$ cat config.mk
export PLATFORM = sky130hd
export DESIGN_NAME = pfcs_top
export DESIGN_NICKNAME = d
export VERILOG_FILES = /design/src/hdl/pfcs_pkg.sv /design/src/hdl/pfcs_top.sv
export VERILOG_INCLUDE_DIRS = /design/src /design/src/hdl
export SDC_FILE = /design/constraint.sdc
export NUM_CORES = 1
export LEC_CHECK = 0
export BUFFER_PORTS_ARGS = -buffer_cell sky130_fd_sc_hd__buf_2
export CAP_MARGIN = 0
export CORE_MARGIN = 4
export CORE_UTILIZATION = 43
export DETAILED_ROUTE_END_ITERATION = 16
export PLACE_DENSITY = 0.93
export SYNTH_ARGS = -nofsm -noshare
export SYNTH_HDL_FRONTEND = slang
export SYNTH_SLANG_ARGS = --single-unit
$ cat constraint.sdc
create_clock -name sys_clk -period 3.11 [get_ports sys_clk]
set_input_delay 0.1555 -clock sys_clk [delete_from_list [all_inputs] [get_ports sys_clk]]
set_output_delay 0.1555 -clock sys_clk [all_outputs]
set_load 0.02 [all_outputs]
$ cat src/hdl/pfcs_regs.svh
// Register map, field positions, reset values and timing counts for port 2 flow control
`ifndef PFCS_REGS_SVH
`define PFCS_REGS_SVH

`define PFCS_ADDR_W 12
`define PFCS_ADDR_FC_CFG 12'h1A4

`define PFCS_BIT_BACKPRESSURE 6
`define PFCS_BIT_DUPLEX 5
`define PFCS_BIT_CUR_RX 4
`define PFCS_BIT_CUR_TX 3
`define PFCS_BIT_RX_EN 2
`define PFCS_BIT_TX_EN 1
`define PFCS_BIT_MANUAL 0
`define PFCS_RSVD_MSB 31
`define PFCS_RSVD_LSB 7

`define PFCS_RST_FIELD 1'h0
`define PFCS_RST_WORD 32'h0000_0000

// Edges after reset release before the strap synchronisers hold valid levels
`define PFCS_STRAP_SETTLE 2'h2
`define PFCS_SETTLE_DONE 2'h3

`endif

$ cat src/hdl/pfcs_pkg.sv
// Types for the port 2 flow control register block
package pfcs_pkg;

    typedef enum logic [0:0] {
        PFCS_IDLE = 1'h0,
        PFCS_RESP = 1'h1
    } pfcs_apb_state_t;

    typedef logic [31:0] pfcs_word_t;

endpackage

$ cat src/hdl/pfcs_top.sv
// Port 2 flow control configuration and status register with APB slave
//
// Design decision made here: the APB slave port.
`timescale 1ns/1ps
`include "pfcs_regs.svh"

module pfcs_top (
    // Clock and reset
    input wire logic sys_clk,
    input wire logic resetn,
    // APB slave
    input wire logic psel,
    input wire logic penable,
    input wire logic pwrite,
    input wire logic [`PFCS_ADDR_W-1:0] paddr,
    input wire pfcs_pkg::pfcs_word_t pwdata,
    output logic [31:0] prdata,
    output logic pready,
    output logic pslverr,
    // Configuration straps, pins
    input wire logic backpressure_strap,
    input wire logic full_duplex_pause_strap,
    input wire logic manual_select_strap,
    input wire logic an_enable_strap,
    input wire logic full_duplex_strap,
    // Negotiated results from the PHY, pins
    input wire logic an_full_duplex,
    input wire logic an_rx_pause,
    input wire logic an_tx_pause,
    // Loader rewrite of straps, same clock
    input wire logic eeprom_reload,
    input wire logic eeprom_backpressure,
    input wire logic eeprom_pause,
    input wire logic eeprom_manual,
    input wire logic eeprom_an_enable,
    input wire logic eeprom_full_duplex,
    // Effective flow control to the port
    output logic port_backpressure_en,
    output logic port_rx_pause_en,
    output logic port_tx_pause_en,
    output logic port_half_duplex
);
    import pfcs_pkg::*;

    localparam int SYNC_W = 8;

    pfcs_apb_state_t state_q;
    logic [31:0] prdata_q;
    logic pslverr_q;
    logic [SYNC_W-1:0] sync1_q;
    logic [SYNC_W-1:0] sync2_q;
    logic [1:0] settle_q;
    logic strap_load;
    logic backpressure_enable_q;
    logic rx_pause_enable_q;
    logic tx_pause_enable_q;
    logic manual_pause_select_q;
    logic an_enable_q;
    logic forced_full_duplex_q;
    logic actual_duplex_status_q;
    logic active_rx_pause_status_q;
    logic active_tx_pause_status_q;
    logic addr_hit;
    logic access;
    logic wr_fire;
    logic full_duplex;
    logic use_manual;
    logic cur_rx_d;
    logic cur_tx_d;
    logic [31:0] rd_word;

    // Pins pass two flops; nothing but the second stage reads the first
    always_ff @(posedge sys_clk or negedge resetn) begin
        if (!resetn) begin
            sync1_q <= '0;
            sync2_q <= '0;
        end else begin
            sync1_q <= {an_tx_pause, an_rx_pause, an_full_duplex, full_duplex_strap,
                        an_enable_strap, manual_select_strap, full_duplex_pause_strap,
                        backpressure_strap};
            sync2_q <= sync1_q;
        end
    end

    // Straps are caught after release, once the synchronisers have filled
    always_ff @(posedge sys_clk or negedge resetn) begin
        if (!resetn) begin
            settle_q <= 2'h0;
        end else if (settle_q != `PFCS_SETTLE_DONE) begin
            settle_q <= settle_q + 2'h1;
        end
    end

    assign strap_load = (settle_q == `PFCS_STRAP_SETTLE);

    // APB decode
    assign addr_hit = (paddr == `PFCS_ADDR_FC_CFG);
    assign access = psel && penable;
    // Write lands on the edge at which pready is seen high
    assign wr_fire = access && pwrite && addr_hit && (state_q == PFCS_RESP);

    // One wait state keeps read data registered and the output flop-driven
    always_ff @(posedge sys_clk or negedge resetn) begin
        if (!resetn) begin
            state_q <= PFCS_IDLE;
        end else begin
            case (state_q)
                PFCS_IDLE: begin
                    if (access) begin
                        state_q <= PFCS_RESP;
                    end
                end
                PFCS_RESP: begin
                    state_q <= PFCS_IDLE;
                end
                default: begin
                    state_q <= PFCS_IDLE;
                end
            endcase
        end
    end

    always_comb begin
        rd_word = `PFCS_RST_WORD;
        rd_word[`PFCS_BIT_BACKPRESSURE] = backpressure_enable_q;
        rd_word[`PFCS_BIT_DUPLEX] = actual_duplex_status_q;
        rd_word[`PFCS_BIT_CUR_RX] = active_rx_pause_status_q;
        rd_word[`PFCS_BIT_CUR_TX] = active_tx_pause_status_q;
        rd_word[`PFCS_BIT_RX_EN] = rx_pause_enable_q;
        rd_word[`PFCS_BIT_TX_EN] = tx_pause_enable_q;
        rd_word[`PFCS_BIT_MANUAL] = manual_pause_select_q;
    end

    always_ff @(posedge sys_clk or negedge resetn) begin
        if (!resetn) begin
            prdata_q <= `PFCS_RST_WORD;
            pslverr_q <= 1'h0;
        end else if (access && (state_q == PFCS_IDLE)) begin
            prdata_q <= (addr_hit && !pwrite) ? rd_word : `PFCS_RST_WORD;
            pslverr_q <= !addr_hit;
        end else begin
            prdata_q <= `PFCS_RST_WORD;
            pslverr_q <= 1'h0;
        end
    end

    // Writable fields; a loader rewrite in the same cycle beats a software write.
    // Only this block's own flops change, the PHY advertisement is untouched.
    always_ff @(posedge sys_clk or negedge resetn) begin
        if (!resetn) begin
            backpressure_enable_q <= `PFCS_RST_FIELD;
            rx_pause_enable_q <= `PFCS_RST_FIELD;
            tx_pause_enable_q <= `PFCS_RST_FIELD;
            manual_pause_select_q <= `PFCS_RST_FIELD;
        end else if (strap_load) begin
            backpressure_enable_q <= sync2_q[0];
            rx_pause_enable_q <= sync2_q[1];
            tx_pause_enable_q <= sync2_q[1];
            manual_pause_select_q <= sync2_q[2];
        end else if (eeprom_reload) begin
            backpressure_enable_q <= eeprom_backpressure;
            rx_pause_enable_q <= eeprom_pause;
            tx_pause_enable_q <= eeprom_pause;
            manual_pause_select_q <= eeprom_manual;
        end else if (wr_fire) begin
            backpressure_enable_q <= pwdata[`PFCS_BIT_BACKPRESSURE];
            rx_pause_enable_q <= pwdata[`PFCS_BIT_RX_EN];
            tx_pause_enable_q <= pwdata[`PFCS_BIT_TX_EN];
            manual_pause_select_q <= pwdata[`PFCS_BIT_MANUAL];
        end
    end

    // Strap-derived link mode behind the status defaults
    always_ff @(posedge sys_clk or negedge resetn) begin
        if (!resetn) begin
            an_enable_q <= `PFCS_RST_FIELD;
            forced_full_duplex_q <= `PFCS_RST_FIELD;
        end else if (strap_load) begin
            an_enable_q <= sync2_q[3];
            forced_full_duplex_q <= sync2_q[4];
        end else if (eeprom_reload) begin
            an_enable_q <= eeprom_an_enable;
            forced_full_duplex_q <= eeprom_full_duplex;
        end
    end

    assign full_duplex = an_enable_q ? sync2_q[5] : forced_full_duplex_q;
    assign use_manual = manual_pause_select_q || !an_enable_q;

    // Pause only applies in full duplex; half duplex relies on backpressure
    always_comb begin
        cur_rx_d = 1'h0;
        cur_tx_d = 1'h0;
        if (full_duplex) begin
            if (use_manual) begin
                cur_rx_d = rx_pause_enable_q;
                cur_tx_d = tx_pause_enable_q;
            end else begin
                cur_rx_d = sync2_q[6];
                cur_tx_d = sync2_q[7];
            end
        end
    end

    always_ff @(posedge sys_clk or negedge resetn) begin
        if (!resetn) begin
            actual_duplex_status_q <= `PFCS_RST_FIELD;
            active_rx_pause_status_q <= `PFCS_RST_FIELD;
            active_tx_pause_status_q <= `PFCS_RST_FIELD;
        end else begin
            actual_duplex_status_q <= !full_duplex;
            active_rx_pause_status_q <= cur_rx_d;
            active_tx_pause_status_q <= cur_tx_d;
        end
    end

    assign prdata = prdata_q;
    assign pready = (state_q == PFCS_RESP);
    assign pslverr = pslverr_q;
    assign port_backpressure_en = backpressure_enable_q;
    assign port_rx_pause_en = active_rx_pause_status_q;
    assign port_tx_pause_en = active_tx_pause_status_q;
    assign port_half_duplex = actual_duplex_status_q;

    logic rd_ok;
    assign rd_ok = pready && access && !pwrite && addr_hit;
endmodule

==> impl_metrics.ini, run 1 <==
[clock_network]
clk_pin_slew_ps = 100
cts_tree = done
clk_latency_ps = 340
clockBufferDepth = 2
h-tree-depth = 2
root_buffer = clkbuf_4
postCtsSetupRepairBufs = 0
cts_num_sinks = 36
cts_buffers = 5

[synthesis]
synth.area.top_cells = dfrtp_1 (60%), buf_4 (13%), mux2i_1 (4.7%)
synth_top_cell_area_share_pct = 60.4
ys_seq_area_share_pct = 60.4
synth.avg_cell_area_sq_um = 12.4
synth_area_sq_um = 1490
synth_top_area_cell = dfrtp_1
synth-seq-cells = 36
yosys_warnings = 0
synth_cells = 120
synth_cell_type_count = 24

[grt]
track_usage_pct = 12.1
grt_pass1_vias = 892
grt-ovfl-total = 0
grt_max_degree = 37
antenna_found_initial = 0
grt_pass1_wl_microns = 3860

[timing]
period_share_pct = 52.3
slew_headroom_pct = 49.3
grt_setup_unrepaired = false
period_minus_slack_ps = 1630
holdWs_ps = 95.9
setup_viol = 0
fin_skew_ps = 6.09
fmax_ghz = 0.615
hold_viol = 0
maxSlewViolCount = 0
tns_ps = 0
worstMarginPinSlew_ps = 761
fin_ws_ps = 1480

[die]
rows = 21
die_area_sq_um = 4470
die_x_microns = 66.9
start_util_pct = 44.7
dieHeight_microns = 66.9
coreArea_sq_um = 3340
io_pins = 101

[setup_path]
endpoint_kind = register
cp_data_arrival_time_ps = 1860
path_max_fanout = 11
critPathRequiredTime_ps = 3340
cp-start-kind = register
path_class = register to register

[drt]
routed.top_layer = met4
wirelength_met1_microns = 861
firstDrtPassIters = 3
routedWlPerCell_microns = 10.5
drc = 0
wirelength_microns = 2400
via_per_inst = 4.19
postRouteAntennaNets = 0
dr_wl_met3_microns = 309
wl_met2_microns = 1190
via_count = 955
drt_iter0_drc = 24

[layout]
drive_gt1_share_pct = 34.1
syn_to_final_growth_pct = 23.2
fillers = 314
num_antenna_cells = 0
utilization_pct = 55.1
final_nets = 246
postLayoutCellArea_sq_um = 1840

[min_path]
hold_path_class = input port to register

[placement]
gp_congestion = 0.765
post-place-ws_ps = 1510
dpl-instance-area_sq_um = 1680
dp_hpwl_microns = 1800
port_buffers = 47

[pwr]
peakVddDrop_mv = 0.260
power.leakage_nw = 0.967
p_per_area_nw_per_um2 = 477

[outcome]
status = complete, no violations

[job]
drv_cap = 0
==> cell usage after synthesis <==
master,instances
clkbuf_1,2
and2_1,5
buf_4,25
conb_1,1
ha_1,2
xnor2_1,1
nand3_2,1
nor2b_1,1
o21ai_4,1
and4bb_2,1
inv_1,4
nor4_1,2
mux2_4,2
dfrtp_1,36
or2_2,1
and2_2,1
nor3_1,1
o21ai_0,6
nor4b_2,2
a21oi_1,4
mux2i_1,7
nand2_1,8
nor2_1,5
nand4_1,1
==> sequential cells by signal, summed over array words and instances (netlist names) <==
signal / flops
sync1_q: 8
sync2_q: 8
prdata: 7
settle_q: 2
an_enable_q: 1
forced_full_duplex_q: 1
manual_pause_select_q: 1
port_backpressure_en: 1
port_half_duplex: 1
port_rx_pause_en: 1
port_tx_pause_en: 1
pready: 1
pslverr: 1
rx_pause_enable_q: 1
tx_pause_enable_q: 1
==> report_power, final <==
part / internal [mW] / total [mW] / leakage, nW / switching (mW)
clock: 0.111 / 0.250 / 0.0326 / 0.138
sequential: 0.494 / 0.505 / 0.436 / 0.0108
combinational: 0.0478 / 0.123 / 0.498 / 0.0753
total: 0.653 / 0.878 / 0.967 / 0.225
==> per-stage QoR <==
stage | power (mW) | std cells
6_report | 0.878 | 228
4_1_cts | 0.888 | 227
3_5_place_dp | 0.629 | 210
2_1_floorplan | 0.606 | 144
5_1_grt | 0.932 | 228
3_3_place_gp | 0.624 | 210
==> worst max-delay path, cell delays in order, from the launching register on <==
cell and delay [ps]:
dfrtp_1 400, inv_1 60, ha_1 300, nor2_1 300
o21ai_4 150, mux2_4 310
==> routing by layer <==
metal | up-vias | track usage, %
met4 | 0 | 5.32
met1 | 442 | 12.7
met3 | 4 | 7.42
met2 | 45 | 19.3
li1 | 464 | -
met5 | - | 0
==> logic make-up (layout without fill, tap and decap cells) <==
family	count (synthesis)	in the layout	synth area share, %
flops	36	36	60.4
buf+inv	31	69	14.1
simple gates	29	29	11.8
compound gates	11	11	4.45
mux	9	9	6.71
fa+ha+maj	2	2	1.68
other cells	1	25	0.251
xor+xnor	1	1	0.587
==> repair_timing <==
action	CTS	global route
hold endpoints to repair	44	1
resized for setup	0	0
hold buffers	9	1
==> worst paths after layout <==
kind | startpoint | to | slack [ps] | cells past startpoint
max | settle_q[0] | port_backpressure_en | 1480 | 5
min | pwdata[1] | tx_pause_enable_q | 100 | 3
max reg2reg | settle_q[0] | port_backpressure_en | 1480 | 5
min reg2reg | sync1_q[4] | sync2_q[4] | 350 | 0
max in group asynchronous | resetn | sync2_q[3] | 2210 | 2
min in group asynchronous | resetn | prdata[4] | 420 | 2
==> cell usage in the layout (no fill, tap or decap) <==
cell type	count
o21ai_0	6
clkbuf_4	5
nand2_1	8
mux2i_1	7
and4bb_2	1
nor3_1	1
nand3_2	1
dfrtp_1	36
nor2b_1	1
nor2_1	5
nor4_1	2
o21ai_4	1
ha_1	2
a21oi_1	4
nand4_1	1
mux2_4	2
conb_1	25
and2_2	1
and2_1	5
or2_2	1
inv_1	4
xnor2_1	1
nor4b_2	2
clkbuf_1	2
buf_2	47
clkbuf_8	1
dlygate4sd3_1	10
==> cell type report <==
class                           count  area, sq um  share of cell area (%)
Sequential cell                    36          901                    49.0
Multi-Input combinational cell     77          470                    25.6
Timing Repair Buffer               57          335                    18.2
Clock buffer                        8         58.8                    3.20
Tap cell                           46         57.6                    3.13
Inverter                            4         15.0                   0.817
(Power assumes the default switching activity.)
==> run 2, diff against run 1 <==
--- a/config.mk
+++ b/config.mk
@@ -9,9 +9,9 @@
 export BUFFER_PORTS_ARGS = -buffer_cell sky130_fd_sc_hd__buf_2
 export CAP_MARGIN = 0
 export CORE_MARGIN = 4
-export CORE_UTILIZATION = 43
+export CORE_UTILIZATION = 41
 export DETAILED_ROUTE_END_ITERATION = 16
-export PLACE_DENSITY = 0.93
+export PLACE_DENSITY = 0.9
 export SYNTH_ARGS = -nofsm -noshare
 export SYNTH_HDL_FRONTEND = slang
 export SYNTH_SLANG_ARGS = --single-unit
==> constraint.sdc (replaced) <==
create_clock -name sys_clk -period 1.65 [get_ports sys_clk]
set_input_delay 0.0825 -clock sys_clk [delete_from_list [all_inputs] [get_ports sys_clk]]
set_output_delay 0.0825 -clock sys_clk [all_outputs]
set_load 0.02 [all_outputs]
==> impl_metrics.ini, run 2 (synthesized netlist as in run 1, its figures left out) <==
[setup_path]
path_class = register to register
endpoint_kind = register
cp-start-kind = register
path_cells = inv_1 > ha_1 > nor2_1 > o21ai_4 > mux2_4
cp_data_arrival_time_ps = 1710
worstReg2RegEnd = port_backpressure_en
path_max_fanout = 4
reg2regPathDepth = 5
critPathRequiredTime_ps = 1880
cp_num_buf_inv = 1
cp_slowest_stage_delay_ps = 400
r2r_slack_ps = 170
cpMaxStageDelayCell = dfrtp_1
reg2reg_from = settle_q[0]
crit_family = flip-flops

[die]
io_pins = 101
dieHeight_microns = 68.3
rows = 21
die_area_sq_um = 4670
coreArea_sq_um = 3420
die_x_microns = 68.3
start_util_pct = 43.7

[timing]
slew_headroom_pct = 50.4
period_share_pct = 89.7
worstMarginPinSlew_ps = 744
holdWs_ps = 39.9
tns_ps = 0
period_minus_slack_ps = 1480
maxSlewViolCount = 0
fmax_ghz = 0.676
hold_viol = 0
setup_viol = 0
fin_skew_ps = 7.59
grt_setup_unrepaired = false

[clock_network]
cts_buffers = 5
root_buffer = clkbuf_4
postCtsSetupRepairBufs = 0
cts_tree = done
postCtsResizedCells = 0
clk_latency_ps = 330
clk_pin_slew_ps = 100
clockBufferDepth = 2
h-tree-depth = 2
cts_num_sinks = 36

[layout]
num_antenna_cells = 0
final_common_cell = buf_2
syn_to_final_growth_pct = 26.2
drive_gt1_share_pct = 35.5
final_cell_mix = buf_2 (47), dfrtp_1 (36), conb_1 (25)
fillers = 293
utilization_pct = 55.1
postLayoutCellArea_sq_um = 1880
final_nets = 247

[job]
drv_cap = 0

[drt]
drc = 0
firstDrtPassIters = 4
via_count = 935
routedWlPerCell_microns = 10.3
postRouteAntennaNets = 0
drt_iter0_drc = 19
wirelength_microns = 2350
via_per_inst = 4.08

[placement]
gp_congestion = 0.730
dpl-instance-area_sq_um = 1690
port_buffers = 47
dp_hpwl_microns = 1840

[pwr]
peakVddDrop_mv = 0.514
finalPower_mw = 1.85
power.leakage_nw = 0.991
p_per_area_nw_per_um2 = 984

[min_path]
whs_endpoint = rx_pause_enable_q
whs_path_depth = 3
hold_path_class = input port to register
hold_start = pwdata[2]

[grt]
grt-ovfl-total = 0
track_usage_pct = 10.8
grt_max_degree = 37
grt_pass1_wl_microns = 3590
grt_pass1_vias = 924
antenna_found_initial = 0

[outcome]
status = complete, no violations
[run 2: layout make-up]
class                           instances  area [sq um]  share of cell area [%]
Multi-Input combinational cell         77           470                    25.0
Timing Repair Buffer                   58           343                    18.2
Clock inverter                          1          30.0                    1.60
Clock buffer                            7          65.1                    3.46
Sequential cell                        36           901                    47.9
Inverter                                4          15.0                   0.798
Tap cell                               46          57.6                    3.06
[run 2: how the worst max path moves through the flow]
stage	from	endpoint	slack, ps	depth (start not counted)
floorplan	settle_q[0]	port_backpressure_en	270	5
global placement	settle_q[0]	port_backpressure_en	190	5
detailed placement	settle_q[0]	port_backpressure_en	170	5
CTS	settle_q[0]	port_backpressure_en	150	5
global route	settle_q[0]	port_backpressure_en	90	5
finish	settle_q[0]	port_backpressure_en	170	5
[run 2: timing repair]
item,4_1_cts,5_1_grt
hold buffers,10,0
hold endpoints to repair,46,0
endpoints found under the setup margin,0,0
[run 2: metal layers]
| metal | routed length, microns | vias up | GRT usage [%] |
|---|---|---|---|
| li1 | - | 466 | - |
| met1 | 794 | 421 | 10.5 |
| met2 | 1270 | 43 | 19.1 |
| met3 | 253 | 5 | 4.76 |
| met4 | 34 | 0 | 5.21 |
| met5 | 0 | - | 0 |
[run 2: per-stage QoR]
| stage | setup WS [ps] | std cells |
|---|---|---|
| 4_1_cts | 145 | 229 |
| 6_report | 170 | 229 |
| 2_1_floorplan | 271 | 144 |
| 3_5_place_dp | 174 | 211 |
| 3_3_place_gp | 194 | 211 |
| 5_1_grt | 85.8 | 229 |
[run 2: where the power goes]
part	switching, mW	internal (mW)
logic	0.143	0.0902
registers	0.0197	0.931
clock network	0.266	0.402
total	0.429	1.42
[run 2: tightest hold or removal path, stage by stage]
cell and delay (ps):
buf_2 70, a21oi_1 50, mux2i_1 120
==> run 3, diff against run 2 <==
--- a/config.mk
+++ b/config.mk
@@ -6,7 +6,7 @@
 export SDC_FILE = /design/constraint.sdc
 export NUM_CORES = 1
 export LEC_CHECK = 0
-export BUFFER_PORTS_ARGS = -buffer_cell sky130_fd_sc_hd__buf_2
+export BUFFER_PORTS_ARGS = -buffer_cell sky130_fd_sc_hd__buf_4
 export CAP_MARGIN = 0
 export CORE_MARGIN = 4
 export CORE_UTILIZATION = 41
==> impl_metrics.ini, run 3 (synthesized netlist as in run 1, its figures left out) <==
[layout]
final_cell_mix = buf_4 (48), dfrtp_1 (36), conb_1 (25)
syn_to_final_growth_pct = 31.8
layout.cells.non_filler = 229
fillers = 303
final_nets = 247
drive_gt1_share_pct = 35.5
num_antenna_cells = 0
final_common_cell = buf_4

[grt]
grt_max_degree = 37
grt_pass1_vias = 901
grt_pass1_wl_microns = 3660
track_usage_pct = 11.4
grt-ovfl-total = 0
antenna_found_initial = 0

[outcome]
status = complete, no violations

[timing]
period_share_pct = 90.0
period_minus_slack_ps = 1480
maxSlewViolCount = 0
setup_viol = 0
fmax_ghz = 0.673
tns_ps = 0
fin_ws_ps = 165
fin_skew_ps = 7.06
hold_viol = 0
grt_setup_unrepaired = false

[clock_network]
cts_buffers = 5
h-tree-depth = 2
postCtsSetupRepairBufs = 0
clk_pin_slew_ps = 100
root_buffer = clkbuf_4
cts_hold_buf = 10
postCtsResizedCells = 0
clk_latency_ps = 340
cts_num_sinks = 36
clockBufferDepth = 2
cts_tree = done

[placement]
gp_congestion = 0.696
port_buffers = 47
post-place-ws_ps = 179
dp_hpwl_microns = 1850
place_inst = 211

[setup_path]
reg2regPathDepth = 5
critPathRequiredTime_ps = 1880
path_class = register to register
endpoint_kind = register
cp-start-kind = register
cp_data_arrival_time_ps = 1720
path_max_fanout = 4

[drt]
via_per_inst = 4.20
firstDrtPassIters = 4
via_count = 962
drc = 0
routedWlPerCell_microns = 10.5
drt_iter0_drc = 29
postRouteAntennaNets = 0
wirelength_microns = 2410

[pwr]
p_per_area_nw_per_um2 = 858
power.leakage_nw = 1.01
peakVddDrop_mv = 0.385

[min_path]
hold_path_class = input port to register
whs_path_depth = 3

[die]
rows = 21
io_pins = 101
die_area_sq_um = 4670
start_util_pct = 43.7
die_x_microns = 68.3
dieHeight_microns = 68.3
coreArea_sq_um = 3420

[job]
drv_cap = 0
## run 3: cell count changes in the layout (fill, tap and decap cells not counted), sizes merged
cell	change
clkinv	+2
clkbuf	-1
bufinv	-1
## run 3: report_power, final
group	total [mW]	switching, mW	internal, mW	leakage, nW
clock	0.472	0.269	0.202	0.0380
sequential	0.951	0.0204	0.931	0.436
combinational	0.264	0.143	0.121	0.535
## run 3: cell type report
class	count	area (sq um)	share of cell area [%]
clock buffers	6	51.3	2.61
clock inverters	2	10.0	0.509
inverters	4	15.0	0.764
multi-input cells	77	470	23.9
flip-flops and latches	36	901	45.8
well taps	46	57.6	2.93
repair buffers	58	460	23.4
## run 3: worst max-delay path, stage by stage (launching register included)
cell and delay [ps]:
dfrtp_1 390, inv_1 50, ha_1 200, nor2_1 280, o21ai_4 150, mux2_4 310
## run 3: worst paths after layout
path                       slack [ps]               start                   end
setup / recovery                  170         settle_q[0]  port_backpressure_en
hold / removal                     30  eeprom_full_duplex  forced_full_duplex_q
setup reg to reg                  170         settle_q[0]  port_backpressure_en
hold reg to reg                   360          sync1_q[5]            sync2_q[5]
max in group asynchronous        1120              resetn           settle_q[0]
min in group asynchronous         230              resetn             prdata[4]
## run 3: layer usage
metal	GRT usage (%)	vias up	share of wire, %
met3	4.27	8	11
met1	10.5	438	32
met5	0	-	0
met2	19.3	48	53
li1	-	468	-
met4	10.4	0	3.8
## run 3: metrics by stage
| stage | util, % | hold slack [ps] | cell area (sq um) | power (mW) |
|---|---|---|---|---|
| 2_1_floorplan | - | -213 | 1580 | 1.14 |
| 3_3_place_gp | 52.8 | 40.1 | 1800 | 1.21 |
| 3_5_place_dp | 52.8 | 50.3 | 1800 | 1.22 |
| 4_1_cts | 57.5 | 8.88 | 1970 | 1.71 |
| 5_1_grt | 57.5 | 21.7 | 1970 | 1.77 |
| 6_report | 57.5 | 25.6 | 1970 | 1.69 |
